--- src/logic/seq_ext_pkg.sv ---
// Purpose: constants for the extended sequencer configuration bank
// Assumes: registers reached through the sequencer index/data port pair
// Notes:   indices are the 8-bit sequencer index values; the two coarse ones give index bits 4:0 only
package seq_ext_pkg;

  // ---------------------------------------------------------------
  // register indices
  // ---------------------------------------------------------------
  localparam logic [7:0] IDX_DDC_CTL_STAT = 8'h08;
  localparam logic [7:0] IDX_SCRATCH_0    = 8'h09;
  localparam logic [7:0] IDX_SCRATCH_1    = 8'h0a;
  localparam logic [7:0] IDX_PCLK_MUL_0   = 8'h0b;
  localparam logic [7:0] IDX_MEM_CTL      = 8'h0f;
  localparam logic [4:0] IDX_COARSE_X_LO  = 5'h10;
  localparam logic [4:0] IDX_COARSE_Y_LO  = 5'h11;

  // ---------------------------------------------------------------
  // field positions
  // ---------------------------------------------------------------
  localparam int DDC_DATA_STAT_BIT = 7;
  localparam int DDC_CLK_STAT_BIT  = 2;
  localparam int DDC_DATA_CTL_BIT  = 1;
  localparam int DDC_CLK_CTL_BIT   = 0;
  localparam int MEM_BANK_BIT      = 7;
  localparam int MEM_FPD_DIS_BIT   = 6;
  localparam int MEM_WIDTH_HI      = 4;
  localparam int MEM_WIDTH_LO      = 3;
  localparam int MEM_RAS_SEL_BIT   = 2;
  localparam int MEM_ASYM_BIT      = 1;
  localparam int MEM_MULTI_CAS_BIT = 0;
  localparam int DIV_DENOM_HI      = 5;
  localparam int DIV_DENOM_LO      = 1;
  localparam int DIV_POST_BIT      = 0;

  // ---------------------------------------------------------------
  // write masks (reserved bits hold zero)
  // ---------------------------------------------------------------
  localparam logic [7:0] MASK_DDC_CTL = 8'h03;
  localparam logic [7:0] MASK_PCLK    = 8'h7f;
  localparam logic [7:0] MASK_MEM_CTL = 8'hdf;

  // ---------------------------------------------------------------
  // reset values
  // ---------------------------------------------------------------
  localparam logic [7:0] RST_SCRATCH  = 8'h00;
  localparam logic [7:0] RST_DDC_CTL  = 8'h00;
  localparam logic [7:0] RST_MEM_CTL  = 8'h19;
  localparam logic [6:0] RST_PCLK_MUL_0 = 7'h66;
  localparam logic [6:0] RST_PCLK_MUL_1 = 7'h5b;
  localparam logic [6:0] RST_PCLK_MUL_2 = 7'h45;
  localparam logic [6:0] RST_PCLK_MUL_3 = 7'h7e;
  // companion divider resets, held by the divider bank outside
  localparam logic [7:0] RST_PCLK_DIV_0 = 8'h3b;
  localparam logic [7:0] RST_PCLK_DIV_1 = 8'h2f;
  localparam logic [7:0] RST_PCLK_DIV_2 = 8'h30;
  localparam logic [7:0] RST_PCLK_DIV_3 = 8'h33;
  localparam logic [1:0] FLAT_PANEL_CLK_SEL = 2'h2;

  // ---------------------------------------------------------------
  // row strobe cycle lengths in memory clocks
  // ---------------------------------------------------------------
  localparam logic [3:0] RAS_CYC_DEFAULT = 4'h7;
  localparam logic [3:0] RAS_CYC_SHORT   = 4'h6;
  localparam logic [3:0] RAS_CYC_LONG    = 4'h8;
  localparam logic [3:0] RAS_CYC_LONGEST = 4'h9;

  // ---------------------------------------------------------------
  // unlock pattern, checked on bits 4 and 2:0
  // ---------------------------------------------------------------
  localparam logic [7:0] UNLOCK_MASK  = 8'h17;
  localparam logic [7:0] UNLOCK_VALUE = 8'h12;

endpackage : seq_ext_pkg

--- src/logic/seq_ext_config_regs.sv ---
// Purpose: extended sequencer configuration bank behind the index/data port
// Assumes: one 25 MHz clock, synchronous active-high reset
// Notes:   all outputs are registered except the two line outputs, tied low
//
// Function
// - status bit 7 reads data line level
// - status bit 2 reads clock line level
// - control bit 1 low drives data line
// - control bit 0 low drives clock line
// - monitor link active only when select is 0
// - two scratch bytes, reset zero, firmware only
// - four 7-bit multipliers, bit 7 reserved
// - frequency = ref times mul over divider
// - divider bits 5:1, post-scaler bit 0
// - misc clock-select field picks active clock
// - multipliers load documented reset values; dividers come from outside
// - clock-select code 10 is flat panel default
// - bit 7 picks one or two banks
// - bus width field resets to 11
// - bit 6 disables fast-page write detection
// - row cycle length from three timing bits
// - bit 1 selects asymmetric addressing
// - bit 0 selects multiple column strobes
// - coarse x responds at eight aliased indices
// - index bits 7:5 hold fine position
// - coarse x applies after coarse y write
// - bank accessible only with unlock pattern
`timescale 1ns/1ns
`default_nettype none

module seq_ext_config_regs (
  // clock and reset
  input  wire logic       ref_clk,
  input  wire logic       reset,
  // sequencer index/data port
  input  wire logic       idx_wr,
  input  wire logic       idx_rd,
  input  wire logic       data_wr,
  input  wire logic       data_rd,
  input  wire logic [7:0] wr_data,
  output logic      [7:0] rd_data,
  output logic            rd_valid,
  // settings held elsewhere in the device
  input  wire logic [7:0] extension_unlock_register,
  input  wire logic       video_port_function_select,
  input  wire logic [1:0] clock_select,
  input  wire logic [7:0] pixel_clock0_divider,
  input  wire logic [7:0] pixel_clock1_divider,
  input  wire logic [7:0] pixel_clock2_divider,
  input  wire logic [7:0] pixel_clock3_divider,
  input  wire logic       row_cycle_extra_bit_a,
  input  wire logic       row_cycle_extra_bit_b,
  // monitor link open-drain pins
  input  wire logic       monitor_link_data_line_in,
  output logic            monitor_link_data_line_out,
  output logic            monitor_link_data_line_oe,
  input  wire logic       monitor_link_clock_line_in,
  output logic            monitor_link_clock_line_out,
  output logic            monitor_link_clock_line_oe,
  // pixel clock synthesizer settings
  output logic      [6:0] video_pixel_clock_multiplier,
  output logic      [4:0] video_pixel_clock_denominator,
  output logic            video_pixel_clock_post_scale,
  // display memory settings
  output logic            mem_two_banks,
  output logic            mem_fast_page_disable,
  output logic      [1:0] mem_bus_width,
  output logic      [3:0] mem_ras_cycle_mclks,
  output logic            mem_asymmetric,
  output logic            mem_multi_cas,
  // cursor/icon horizontal position in effect
  output logic     [10:0] cursor_icon_x
);

  // ---------------------------------------------------------------
  // state
  // ---------------------------------------------------------------
  typedef struct packed {
    logic [7:0]       index;
    logic [1:0]       ddc_ctl;
    logic             data_lvl;
    logic             clk_lvl;
    logic             data_oe;
    logic             clk_oe;
    logic [7:0]       scratch0;
    logic [7:0]       scratch1;
    logic [3:0][6:0]  mul;
    logic [7:0]       mem_ctl;
    logic [7:0]       coarse_x;
    logic [2:0]       fine_x;
    logic [10:0]      x_active;
    logic [6:0]       sel_mul;
    logic [4:0]       sel_den;
    logic             sel_post;
    logic [3:0]       ras_cyc;
    logic [7:0]       rd_data;
    logic             rd_valid;
  } state_t;

  state_t state_q;
  state_t state_d;

  // ---------------------------------------------------------------
  // helpers
  // ---------------------------------------------------------------
  function automatic logic is_coarse(input logic [7:0] idx,
                                     input logic [4:0] low);
    is_coarse = (idx[4:0] == low);
  endfunction : is_coarse

  function automatic logic [7:0] pick_div(input logic [1:0] n,
                                          input logic [7:0] d0,
                                          input logic [7:0] d1,
                                          input logic [7:0] d2,
                                          input logic [7:0] d3);
    unique case (n)
      2'h0: pick_div = d0;
      2'h1: pick_div = d1;
      2'h2: pick_div = d2;
      2'h3: pick_div = d3;
    endcase
  endfunction : pick_div

  // ---------------------------------------------------------------
  // next state
  // ---------------------------------------------------------------
  logic       unlocked;
  logic       link_on;
  logic [7:0] div_sel;
  logic [1:0] mul_n;
  logic [2:0] ras_key;

  always_comb begin
    state_d  = state_q;
    // the index port stays open while the bank is locked
    unlocked = ((extension_unlock_register & seq_ext_pkg::UNLOCK_MASK)
                == seq_ext_pkg::UNLOCK_VALUE);
    link_on  = !video_port_function_select;
    // multiplier slot: indices 0b..0e wrap onto slots 0..3
    mul_n    = state_q.index[1:0] - 2'h3;
    div_sel  = pick_div(clock_select, pixel_clock0_divider,
                        pixel_clock1_divider, pixel_clock2_divider,
                        pixel_clock3_divider);
    ras_key  = {row_cycle_extra_bit_a, row_cycle_extra_bit_b,
                state_q.mem_ctl[seq_ext_pkg::MEM_RAS_SEL_BIT]};
    // read strobe is a one-cycle pulse
    state_d.rd_valid = 1'b0;

    // ---------------------------------------------------------------
    // sampled pin levels and line drive enables, zero while the link is switched off
    // ---------------------------------------------------------------
    state_d.data_lvl = link_on & monitor_link_data_line_in;
    state_d.clk_lvl  = link_on & monitor_link_clock_line_in;
    state_d.data_oe  = link_on & !state_q.ddc_ctl[1];
    state_d.clk_oe   = link_on & !state_q.ddc_ctl[0];

    // ---------------------------------------------------------------
    // index port; the stored index also keeps the fine position
    // ---------------------------------------------------------------
    if (idx_wr) begin
      state_d.index = wr_data;
    end
    if (idx_rd) begin
      state_d.rd_data  = state_q.index;
      state_d.rd_valid = 1'b1;
    end

    // ---------------------------------------------------------------
    // data port writes
    // ---------------------------------------------------------------
    if (data_wr && unlocked) begin
      if (state_q.index == seq_ext_pkg::IDX_DDC_CTL_STAT) begin
        state_d.ddc_ctl = wr_data[1:0] & seq_ext_pkg::MASK_DDC_CTL[1:0];
      end
      if (state_q.index == seq_ext_pkg::IDX_SCRATCH_0) begin
        state_d.scratch0 = wr_data;
      end
      if (state_q.index == seq_ext_pkg::IDX_SCRATCH_1) begin
        state_d.scratch1 = wr_data;
      end
      if (state_q.index >= seq_ext_pkg::IDX_PCLK_MUL_0 &&
          state_q.index < seq_ext_pkg::IDX_MEM_CTL) begin
        // only the addressed multiplier changes
        state_d.mul[mul_n] = wr_data[6:0] & seq_ext_pkg::MASK_PCLK[6:0];
      end
      if (state_q.index == seq_ext_pkg::IDX_MEM_CTL) begin
        state_d.mem_ctl = wr_data & seq_ext_pkg::MASK_MEM_CTL;
      end
      if (is_coarse(state_q.index, seq_ext_pkg::IDX_COARSE_X_LO)) begin
        state_d.coarse_x = wr_data;
        state_d.fine_x   = state_q.index[7:5];
      end
      if (is_coarse(state_q.index, seq_ext_pkg::IDX_COARSE_Y_LO)) begin
        // a vertical write commits the pending horizontal position
        state_d.x_active = {state_q.coarse_x, state_q.fine_x};
      end
    end

    // ---------------------------------------------------------------
    // data port reads
    // ---------------------------------------------------------------
    if (data_rd) begin
      state_d.rd_valid = 1'b1;
      // reserved, unmapped and locked reads all return zero
      state_d.rd_data  = 8'h00;
      if (unlocked) begin
        if (state_q.index == seq_ext_pkg::IDX_DDC_CTL_STAT) begin
          state_d.rd_data = {state_q.data_lvl, 4'h0, state_q.clk_lvl,
                             state_q.ddc_ctl};
        end
        if (state_q.index == seq_ext_pkg::IDX_SCRATCH_0) begin
          state_d.rd_data = state_q.scratch0;
        end
        if (state_q.index == seq_ext_pkg::IDX_SCRATCH_1) begin
          state_d.rd_data = state_q.scratch1;
        end
        if (state_q.index >= seq_ext_pkg::IDX_PCLK_MUL_0 &&
            state_q.index < seq_ext_pkg::IDX_MEM_CTL) begin
          state_d.rd_data = {1'b0, state_q.mul[mul_n]};
        end
        if (state_q.index == seq_ext_pkg::IDX_MEM_CTL) begin
          state_d.rd_data = state_q.mem_ctl;
        end
        if (is_coarse(state_q.index, seq_ext_pkg::IDX_COARSE_X_LO)) begin
          state_d.rd_data = state_q.coarse_x;
        end
      end
    end

    // ---------------------------------------------------------------
    // selected synthesizer settings
    // ---------------------------------------------------------------
    // clock-select code 2 is the flat panel default, chosen outside
    state_d.sel_mul  = state_q.mul[clock_select];
    state_d.sel_den  = div_sel[seq_ext_pkg::DIV_DENOM_HI:
                               seq_ext_pkg::DIV_DENOM_LO];
    state_d.sel_post = div_sel[seq_ext_pkg::DIV_POST_BIT];

    // ---------------------------------------------------------------
    // row strobe cycle length
    // ---------------------------------------------------------------
    unique case (ras_key)
      3'b001:  state_d.ras_cyc = seq_ext_pkg::RAS_CYC_SHORT;
      3'b010:  state_d.ras_cyc = seq_ext_pkg::RAS_CYC_LONG;
      3'b110:  state_d.ras_cyc = seq_ext_pkg::RAS_CYC_LONGEST;
      default: state_d.ras_cyc = seq_ext_pkg::RAS_CYC_DEFAULT;
    endcase

    // ---------------------------------------------------------------
    // synchronous reset, last so that it overrides everything above
    // ---------------------------------------------------------------
    if (reset) begin
      state_d          = '0;
      // control bits reset to 0, so both lines are pulled low at once unless the link is switched off
      state_d.data_oe  = link_on;
      state_d.clk_oe   = link_on;
      state_d.ddc_ctl  = seq_ext_pkg::RST_DDC_CTL[1:0];
      state_d.scratch0 = seq_ext_pkg::RST_SCRATCH;
      state_d.scratch1 = seq_ext_pkg::RST_SCRATCH;
      state_d.mul[0]   = seq_ext_pkg::RST_PCLK_MUL_0;
      state_d.mul[1]   = seq_ext_pkg::RST_PCLK_MUL_1;
      state_d.mul[2]   = seq_ext_pkg::RST_PCLK_MUL_2;
      state_d.mul[3]   = seq_ext_pkg::RST_PCLK_MUL_3;
      state_d.mem_ctl  = seq_ext_pkg::RST_MEM_CTL;
      state_d.ras_cyc  = seq_ext_pkg::RAS_CYC_DEFAULT;
    end
  end

  // ---------------------------------------------------------------
  // registers
  // ---------------------------------------------------------------
  always_ff @(posedge ref_clk) begin
    state_q <= state_d;
  end

  // ---------------------------------------------------------------
  // outputs, straight from flip-flops except the two line outputs tied low
  // ---------------------------------------------------------------
  assign rd_data                       = state_q.rd_data;
  assign rd_valid                      = state_q.rd_valid;
  // open drain: the pins only ever pull low, oe is high while driving
  assign monitor_link_data_line_out    = 1'b0;
  assign monitor_link_data_line_oe     = state_q.data_oe;
  assign monitor_link_clock_line_out   = 1'b0;
  assign monitor_link_clock_line_oe    = state_q.clk_oe;
  assign video_pixel_clock_multiplier  = state_q.sel_mul;
  assign video_pixel_clock_denominator = state_q.sel_den;
  assign video_pixel_clock_post_scale  = state_q.sel_post;
  assign mem_two_banks         = state_q.mem_ctl[seq_ext_pkg::MEM_BANK_BIT];
  assign mem_fast_page_disable = state_q.mem_ctl[seq_ext_pkg::MEM_FPD_DIS_BIT];
  assign mem_bus_width         = state_q.mem_ctl[seq_ext_pkg::MEM_WIDTH_HI:
                                                 seq_ext_pkg::MEM_WIDTH_LO];
  assign mem_ras_cycle_mclks   = state_q.ras_cyc;
  assign mem_asymmetric        = state_q.mem_ctl[seq_ext_pkg::MEM_ASYM_BIT];
  assign mem_multi_cas         = state_q.mem_ctl[seq_ext_pkg::MEM_MULTI_CAS_BIT];
  assign cursor_icon_x         = state_q.x_active;

endmodule : seq_ext_config_regs

`default_nettype wire

--- config.mk ---
export PLATFORM = sky130hd
export DESIGN_NAME = seq_ext_config_regs
export DESIGN_NICKNAME = d
export VERILOG_FILES = /design/src/logic/seq_ext_pkg.sv /design/src/logic/seq_ext_config_regs.sv
export SDC_FILE = /design/constraint.sdc
export NUM_CORES = 1
export LEC_CHECK = 0
export BUFFER_PORTS_ARGS = -buffer_cell sky130_fd_sc_hd__buf_4
export CORE_AREA = 10 10 153 155
export DETAILED_ROUTE_END_ITERATION = 7
export DIE_AREA = 0 0 163 165
export PLACE_DENSITY = 0.52
export SYNTH_ARGS = -nofsm -noshare
export SYNTH_HDL_FRONTEND = slang
export SYNTH_SLANG_ARGS = --single-unit
--- constraint.sdc ---
create_clock -name ref_clk -period 6 [get_ports ref_clk]
set_input_delay 0.6 -clock ref_clk [delete_from_list [all_inputs] [get_ports ref_clk]]
set_output_delay 0.6 -clock ref_clk [all_outputs]
set_load 0.01 [all_outputs]
==> Word level (Yosys, flattened, before mapping) <==
Index checks and enable logic that the tools add are counted.
{ "classes": {"muxes": 26, "n_eq_ne": 13, "n_bitwise": 4, "order_cmp": 5, "n_reduce_logical": 15, "add_sub_neg": 1} }
{ "op_table": {"columns": ["operator", "n"], "rows": [
  ["102-bit 2-to-1 mux", 1],
  ["8-bit 2-to-1 mux", 10],
  ["74-bit 2-to-1 mux", 1],
  ["8-bit by 4-bit == test with 1-bit output (second input constant)", 4],
  ["7-bit binary-select mux with 2-bit select", 2],
  ["28-bit bitwise mux", 1],
  ["28-bit 2-to-1 mux", 1],
  ["6-bit one-hot mux with 4 select lines", 1],
  ["11-bit 2-to-1 mux", 2],
  ["7-bit 2-to-1 mux", 3],
  ["9-bit 2-to-1 mux", 2],
  ["7-bit demux with 2-bit select", 1],
  ["2-bit AND reduction", 7],
  ["4-bit one-hot mux with 3 select lines", 1],
  ["5-bit == test (second input constant)", 2],
  ["8-bit by 4-bit >= comparator with 1-bit output (second input constant)", 1],
  ["8-bit by 4-bit less-than comparator with 1-bit output (second input constant)", 1],
  ["2-bit by 3-bit less-than comparator with 1-bit output (second input constant)", 2],
  ["1-bit bitwise AND", 4],
  ["2-bit == test (second input constant)", 2],
  ["4-bit == test (second input constant)", 1],
  ["3-bit by 1-bit == test with 1-bit output (second input constant)", 1],
  ["3-bit by 2-bit == test with 1-bit output (second input constant)", 1],
  ["3-bit == test (second input constant)", 1],
  ["7 further kinds", 11]
]} }
{ "word_totals": {"word_cells": 86, "inputBits": 61, "out_inout_bits": 47, "ff_bits": 113} }

==> Logic depth before layout (Yosys ltp) <==
Gate-level depths: netlist of run 1.
{ "logic_depth": {"word_depth": 10, "depth_mapped": 9, "ltp_nobuf": 6} }

==> Least setup slack after synthesis of run 1 <==
Ideal clock, no wire load.
{ "synth_timing": {"kind": "reg2reg", "startpoint": "reg state_q[106] (netlist bit)", "endpoint": "reg state_q, in the netlist rd_data[2]", "path_buffers": 2, "arrival_time_ps": 1967, "t_required_ps": 5884, "path_slack_ps": 3917, "period_less_slack_ps": 2083, "setup_time_ps": 116, "path_stages_with_launch": 8, "cell_sequence": "dfxtp_1 -> buf_6 -> inv_1 -> ha_1 -> clkbuf_1 -> mux4_2 -> a221o_1 -> a41o_1"} }
{ "synth_via": {"elab_chain_cells": 9, "word_cells_on_any_way": 19, "classes_between": "add/sub: 1; order compare: 2; eq/ne: 5; mux: 10; reduce/logical: 1"} }
{ "synth_lines": {"columns": ["element", "line", "rtl"], "rows": [
  ["start, declared", "seq_ext_config_regs.sv:100", "state_t state_q;"],
  ["start signal, assigned", "seq_ext_config_regs.sv:273", "state_q <= state_d;"],
  ["8-bit by 4-bit == test with 1-bit output", "seq_ext_config_regs.sv:207", "if (state_q.index == seq_ext_pkg::IDX_DDC_CTL_STAT) begin"],
  ["8-bit 2-to-1 mux", "seq_ext_config_regs.sv:207", null],
  ["8-bit 2-to-1 mux", "seq_ext_config_regs.sv:211", "if (state_q.index == seq_ext_pkg::IDX_SCRATCH_0) begin"],
  ["8-bit 2-to-1 mux", "seq_ext_config_regs.sv:214", "if (state_q.index == seq_ext_pkg::IDX_SCRATCH_1) begin"],
  ["8-bit 2-to-1 mux", "seq_ext_config_regs.sv:217", "if (state_q.index >= seq_ext_pkg::IDX_PCLK_MUL_0 &&"],
  ["8-bit 2-to-1 mux", "seq_ext_config_regs.sv:221", "if (state_q.index == seq_ext_pkg::IDX_MEM_CTL) begin"],
  ["8-bit 2-to-1 mux *", "seq_ext_config_regs.sv:224", "if (is_coarse(state_q.index, seq_ext_pkg::IDX_COARSE_X_LO)) begin"],
  ["8-bit 2-to-1 mux *", "seq_ext_config_regs.sv:206", "if (unlocked) begin"],
  ["9-bit 2-to-1 mux *", "seq_ext_config_regs.sv:202", "if (data_rd) begin"]
]} }
Mark *: on every way between the ends. The rest lies on a longest branch, timed or not. The select of a mux whose other input is x is not followed.
A chain may end at the register's enable or synchronous reset.

==> Worst setup path after layout of run 1 <==
{ "layout_timing": {"startpoint": "reg state_q[106] (netlist bit)", "endpoint": "reg state_q[44] (netlist bit)"} }
{ "layout_via": {"elab_chain_cells": 2} }
{ "layout_lines": {"columns": ["element", "line", "rtl"], "rows": [
  ["5-bit == test", "seq_ext_config_regs.sv:108", "is_coarse = (idx[4:0] == low);"],
  ["2-bit AND reduction (no source line)", null, null]
]} }
No other way between the ends.

==> results of run 1 <==
[synthesized netlist by cell type (3+ instances only)]
cell and number:
o31ai_1 28, nand3_1 13, nor3b_1 3, buf_4 40, a211o_1 3, dfxtp_1 112, nor2_1 38, a31oi_1 19
a221oi_1 4, nand3b_1 3, mux4_2 18, nand4_1 31, and2_1 18, o21ai_0 10, inv_1 11, mux2i_1 34
buf_1 5, buf_2 16, o21ai_1 16, clkbuf_1 41, mux2_2 4, ha_1 4, nor4_1 18, o211ai_1 4
a21oi_1 45, nand2_1 21
[cells in the final DEF, fill, tap and decap left out, drive strengths merged, types with 3 or more instances in the layout]
cell type | synthesis | final
a211o | 3 | 3
buf | 62 | 104
mux2i | 34 | 34
and2 | 18 | 18
ha | 4 | 4
a31oi | 19 | 19
nand3b | 3 | 3
a221oi | 4 | 4
nor3b | 3 | 3
clkinv | 2 | 3
mux4 | 20 | 20
o21ai | 26 | 26
a21oi | 45 | 45
clkbuf | 41 | 14
o211ai | 4 | 4
nand3 | 13 | 13
nand4 | 32 | 32
nor2 | 39 | 39
o31ai | 28 | 28
dfxtp | 112 | 112
nor4 | 19 | 19
mux2 | 4 | 4
inv | 11 | 11
nand2 | 21 | 21
[power by group]
part	internal, mW	total [mW]	switching, mW
Sequential	0.756	0.770	0.0135
Clock	0.316	0.584	0.269
Combinational	0.0745	0.181	0.106
[final cells by class]
| type | instances | area share [%] |
|---|---|---|
| clock buffers | 14 | 4.25 |
| well taps | 270 | 5.24 |
| clock inverters | 2 | 0.194 |
| multi-input cells | 373 | 42.6 |
| inverters | 13 | 0.758 |
| flip-flops and latches | 112 | 34.8 |
| repair buffers | 104 | 12.1 |
[per-layer routing]
metal	up-vias	routed length [um]	track usage [%]
li1	2204	-	-
met1	2313	7530	15.7
met2	189	8570	20.5
met3	45	1180	3.36
met4	0	664	6.56
met5	-	0	0
[path summary, 6_finish.rpt]
path / slack (ns) / start / end
setup reg to reg: 2.94 / state_q[106]$_SDFFE_PP0P_ / state_q[44]$_SDFFE_PP0P_
hold reg to reg: 0.47 / state_q[91]$_SDFFE_PP0P_ / state_q[91]$_SDFFE_PP0P_
setup / recovery: 2.94 / state_q[106]$_SDFFE_PP0P_ / state_q[44]$_SDFFE_PP0P_
hold / removal: 0.43 / row_cycle_extra_bit_a / mem_ras_cycle_mclks[0]$_SDFF_PP1_
[cell families (layout without fill, tap and decap cells)]
kind of cell	after synthesis	count (layout)	share of synthesized area [%]
xor+xnor	3	3	0.470
buf+inv	116	133	11.0
simple gates	163	163	16.5
compound gates	143	143	16.0
other cells	1	2	0.0670
flops	112	112	40.1
fa+ha+maj	4	4	0.894
mux	58	58	15.1
[stage by stage]
| step | power, mW | instance area, sq um |
|---|---|---|
| 2_1_floorplan | 0.896 | 5600 |
| 3_3_place_gp | 0.965 | 6150 |
| 3_5_place_dp | 0.967 | 6150 |
| 4_1_cts | 1.55 | 6440 |
| 5_1_grt | 1.59 | 6440 |
| 6_report | 1.53 | 6440 |
==> results.yml, run 1 <==
clock_network:
  post_cts_buffers: 0
  cts_max_path_buffers: 2
  root_buffer: "clkbuf_16"
  ctsHoldBuffers: 0
  cts_tree: "yes"
  clk-insertion-delay-late_ns: 0.36
  cts-resized-gates: 0
  clkTransAtPathRegs_ns: 0.07
  cts_made_buffers: 9
  clock_sinks: 112
  htreeDepth: 3
setup_path:
  critPathMaxFanout: 15
  max_stage_delay_ns: 0.90
  crit_chain: "inv_1, ha_1, and4bb_2, nand3_1, mux2i_1, nor2_1"
  cp-start-kind: "flop"
  crit_type: "flop to flop"
  required_ns: 6.21
  endpoint_kind: "flop"
  critPathTopFamily: "simple AND/OR/NAND/NOR gates"
  reg2reg_depth: 6
  worstPathArrival_ns: 3.27
  crit_buf_inv: 1
  critPathSlowestCell: "dfxtp_1"
  crit_cells: 6
yosys:
  yosys_warnings: 0
  async_flop_share_pct: 0
  netlist_area_sq_um: 5600
  ys_seq_area_share_pct: 40.1
  synth-edff-count: 0
  synthFlopType: "dfxtp_1"
  yosysTopAreaCellShare_pct: 40.1
  synthTopCellsByArea: "dfxtp_1 (40%), mux4_2 (7.2%), mux2i_1 (6.1%)"
  syn_area_per_cell_sq_um: 9.33
  synth_cell_type_count: 57
  synthCells: 600
  synth_area_leader_cell: "dfxtp_1"
  synth-seq-cells: 112
timing:
  fin_hold_ws_ns: 0.426
  tightest_slew_ns: 0.923
  finalSetupTns_ns: 0
  layout_min_cycle_time_ns: 3.06
  finalClockSkew_ns: 0.00757
  slew_headroom_pct: 38.3
  setup_slack_ns: 2.94
  final_hold_viol_count: 0
  fmax_ghz: 0.327
  slew_viol_final: 0
  post-route-period-util_pct: 51.0
  setup_viol: 0
  rsz0062_at_grt: "no"
drt:
  drt_iter0_drc: 385
  drt-wirelength-per-cell_um: 20.2
  vias_per_cell: 5.35
  drt_wl_total_um: 17900
  vias: 4751
  drtPass1Iterations: 5
  ant_nets: 0
  drc: 0
finish:
  multi_input_area_sq_um: 2750
  nNetsFinal: 678
  seqCellArea_sq_um: 2240
  layout-drive-gt1-share_pct: 23.9
  final_cells: 888
  nFillCells: 2120
  final_util_pct: 31.9
  n_antenna_cell: 0
  area_growth_pct: 15.1
floorplanning:
  fp.dieH_um: 165
  die_w_um: 163
  initial_core_util_pct: 27.7
  rows: 52
  die_area_sq_um: 26900
  core-area_sq_um: 20200
  io_pins: 108
grt:
  grt_pass1_vias: 4730
  antenna_found_initial: 0
  grt_max_degree: 78
  gr-usage-all-layers_pct: 12.9
  grt_pass1_wl_um: 27200
  globalRouteOverflowTotal: 0
placement:
  io_buffers: 93
  dpl.cell_count: 872
  gp_congestion: 0.809
  hpwl_um: 11600
  preCtsSetupSlack_ns: 2.99
power_and_ir_drop:
  powerDensity_nw_per_um2: 238
  cellLeakagePower_nw: 2.50
  ir_worst_vdd_v: 0.000130
job:
  max_cap_violations: 0
run_status:
  outcome: "completed"
worst_hold_path:
  hp-class: "input port to flop"
  hold_path_depth: 2
No activity file was read; power rests on OpenSTA's default activity.
==> run 2, diff against run 1 <==
Settings changed: PLACE_DENSITY 0.52 to 0.53.
Clock period 6 ns to 2.5 ns, I/O delays scaled along.
==> results.yml, run 2 (synthesized netlist as in run 1, its figures left out) <==
run_status:
  outcome: "completed"
timing:
  finalClockSkew_ns: 0.0123
  post-route-period-util_pct: 91.7
  final_hold_viol_count: 0
  fmax_ghz: 0.436
  fin_hold_ws_ns: 0.0715
  layout_min_cycle_time_ns: 2.29
  finalSetupTns_ns: 0
  setup_viol: 0
  tightest_slew_ns: 0.669
  slew_headroom_pct: 55.3
  rsz0062_at_grt: "no"
  slew_viol_final: 0
  setup_slack_ns: 0.207
setup_path:
  reg2reg_from: "state_q[106]$_SDFFE_PP0P_"
  critPathTopFamily: "compound AO/OA/AOI/OAI gates"
  critPathMaxFanout: 7
  cp-start-kind: "flop"
  r2r_setup_slack_ns: 0.21
  reg2reg_to: "rd_data[0]$_SDFFE_PP0P_"
  endpoint_kind: "flop"
  crit_type: "flop to flop"
  worstPathArrival_ns: 2.53
  crit_chain: "inv_1, ha_1, mux4_2, and2_1, o311ai_1, a221oi_1"
  max_stage_delay_ns: 0.51
  required_ns: 2.73
  crit_buf_inv: 1
  critPathSlowestCell: "ha_1"
  reg2reg_depth: 6
placement:
  io_buffers: 93
  place_area_sq_um: 6260
  preCtsSetupSlack_ns: 0.224
  hpwl_um: 12200
  gp_congestion: 0.873
drt:
  drc: 0
  drtPass1Iterations: 7
  ant_nets: 0
  drt_iter0_drc: 457
  vias_per_cell: 5.31
  vias: 4778
  drt_wl_total_um: 17800
  drt-wirelength-per-cell_um: 19.8
worst_hold_path:
  hold_start: "row_cycle_extra_bit_a"
  hp-class: "input port to flop"
  hold_path_depth: 2
  min_to: "mem_ras_cycle_mclks[0]$_SDFF_PP1_"
grt:
  globalRouteOverflowTotal: 0
  gr-usage-all-layers_pct: 13.2
  grt_pass1_vias: 4780
  grt_max_degree: 54
  grt_pass1_wl_um: 28000
  antenna_found_initial: 0
clock_network:
  cts-resized-gates: 0
  ctsHoldBuffers: 0
  htreeDepth: 3
  cts_max_path_buffers: 2
  clock_sinks: 112
  cts_tree: "yes"
  root_buffer: "clkbuf_16"
  post_cts_buffers: 0
  clk-insertion-delay-late_ns: 0.36
  clkTransAtPathRegs_ns: 0.07
  cts_made_buffers: 9
finish:
  nFillCells: 2108
  layout-drive-gt1-share_pct: 25.7
  mostFrequentLayoutCell: "buf_4"
  n_antenna_cell: 0
  nNetsFinal: 690
  design_area_sq_um: 6580
  area_growth_pct: 17.5
  final_cell_mix: "buf_4 (115), dfxtp_1 (112), a21oi_1 (45)"
floorplanning:
  initial_core_util_pct: 27.7
  io_pins: 108
  rows: 52
  die_area_sq_um: 26900
  die_w_um: 163
  fp.dieH_um: 165
  core-area_sq_um: 20200
job:
  max_cap_violations: 0
power_and_ir_drop:
  powerDensity_nw_per_um2: 589
  ir_worst_vdd_v: 0.000251
  fin_total_pwr_mw: 3.87
  cellLeakagePower_nw: 2.58
run 2: cell count changes in the layout (fill, tap and decap cells not counted):
cell / before / now
buf_4: 104 / 115
clkinv_2: 1 / 2
clkbuf_8: 3 / 0
inv_6: 0 / 1
clkinv_4: 0 / 1
buf_12: 0 / 1
bufinv_16: 0 / 2
clkbuf_1: 2 / 0
run 2: worst max-delay path by stage:
| stage | slack, ns | end | from | cells past startpoint |
|---|---|---|---|---|
| after CTS | 0.22 | rd_data[0]$_SDFFE_PP0P_ | state_q[106]$_SDFFE_PP0P_ | 6 |
| after detailed placement | 0.22 | rd_data[0]$_SDFFE_PP0P_ | state_q[106]$_SDFFE_PP0P_ | 6 |
| final | 0.21 | rd_data[0]$_SDFFE_PP0P_ | state_q[106]$_SDFFE_PP0P_ | 6 |
| after global routing | 0.13 | rd_data[0]$_SDFFE_PP0P_ | state_q[106]$_SDFFE_PP0P_ | 6 |
| after global placement | 0.22 | rd_data[0]$_SDFFE_PP0P_ | state_q[106]$_SDFFE_PP0P_ | 6 |
| after floorplan | 0.42 | rd_data[2]$_SDFFE_PP0P_ | state_q[106]$_SDFFE_PP0P_ | 7 |
run 2: per-layer routing:
layer / vias up / share of wire, % / global-route usage [%]
met5: - / 0 / 0
met4: 0 / 2.2 / 5.86
met3: 21 / 5.9 / 2.56
met2: 171 / 50 / 21.6
met1: 2349 / 42 / 16.5
li1: 2237 / - / -
run 2: area by class of cell:
type | count | area, sq um | area share, %
Inverter | 13 | 48.8 | 0.742
Sequential cell | 112 | 2240 | 34.1
Tap cell | 270 | 338 | 5.14
Multi-Input combinational cell | 373 | 2750 | 41.7
Clock buffer | 9 | 225 | 3.42
Clock inverter | 7 | 95.1 | 1.45
Timing Repair Buffer | 116 | 883 | 13.4
run 2: power by group:
part | internal (mW) | switching [mW]
combinational | 0.191 | 0.268
clock | 0.881 | 0.701
sequential | 1.81 | 0.0195
run 2: worst register-to-register path, cell delays in order (launching register included):
cell      delay [ns]
dfxtp_1         0.43
inv_1           0.09
ha_1            0.51
mux4_2          0.42
and2_1          0.18
o311ai_1        0.40
a221oi_1        0.13
run 2: stage by stage:
step | util (%) | instances
2_1_floorplan | - | 601
3_5_place_dp | 31.0 | 884
5_1_grt | 32.6 | 900
6_report | 32.6 | 900
3_3_place_gp | 31.0 | 884
4_1_cts | 32.6 | 900
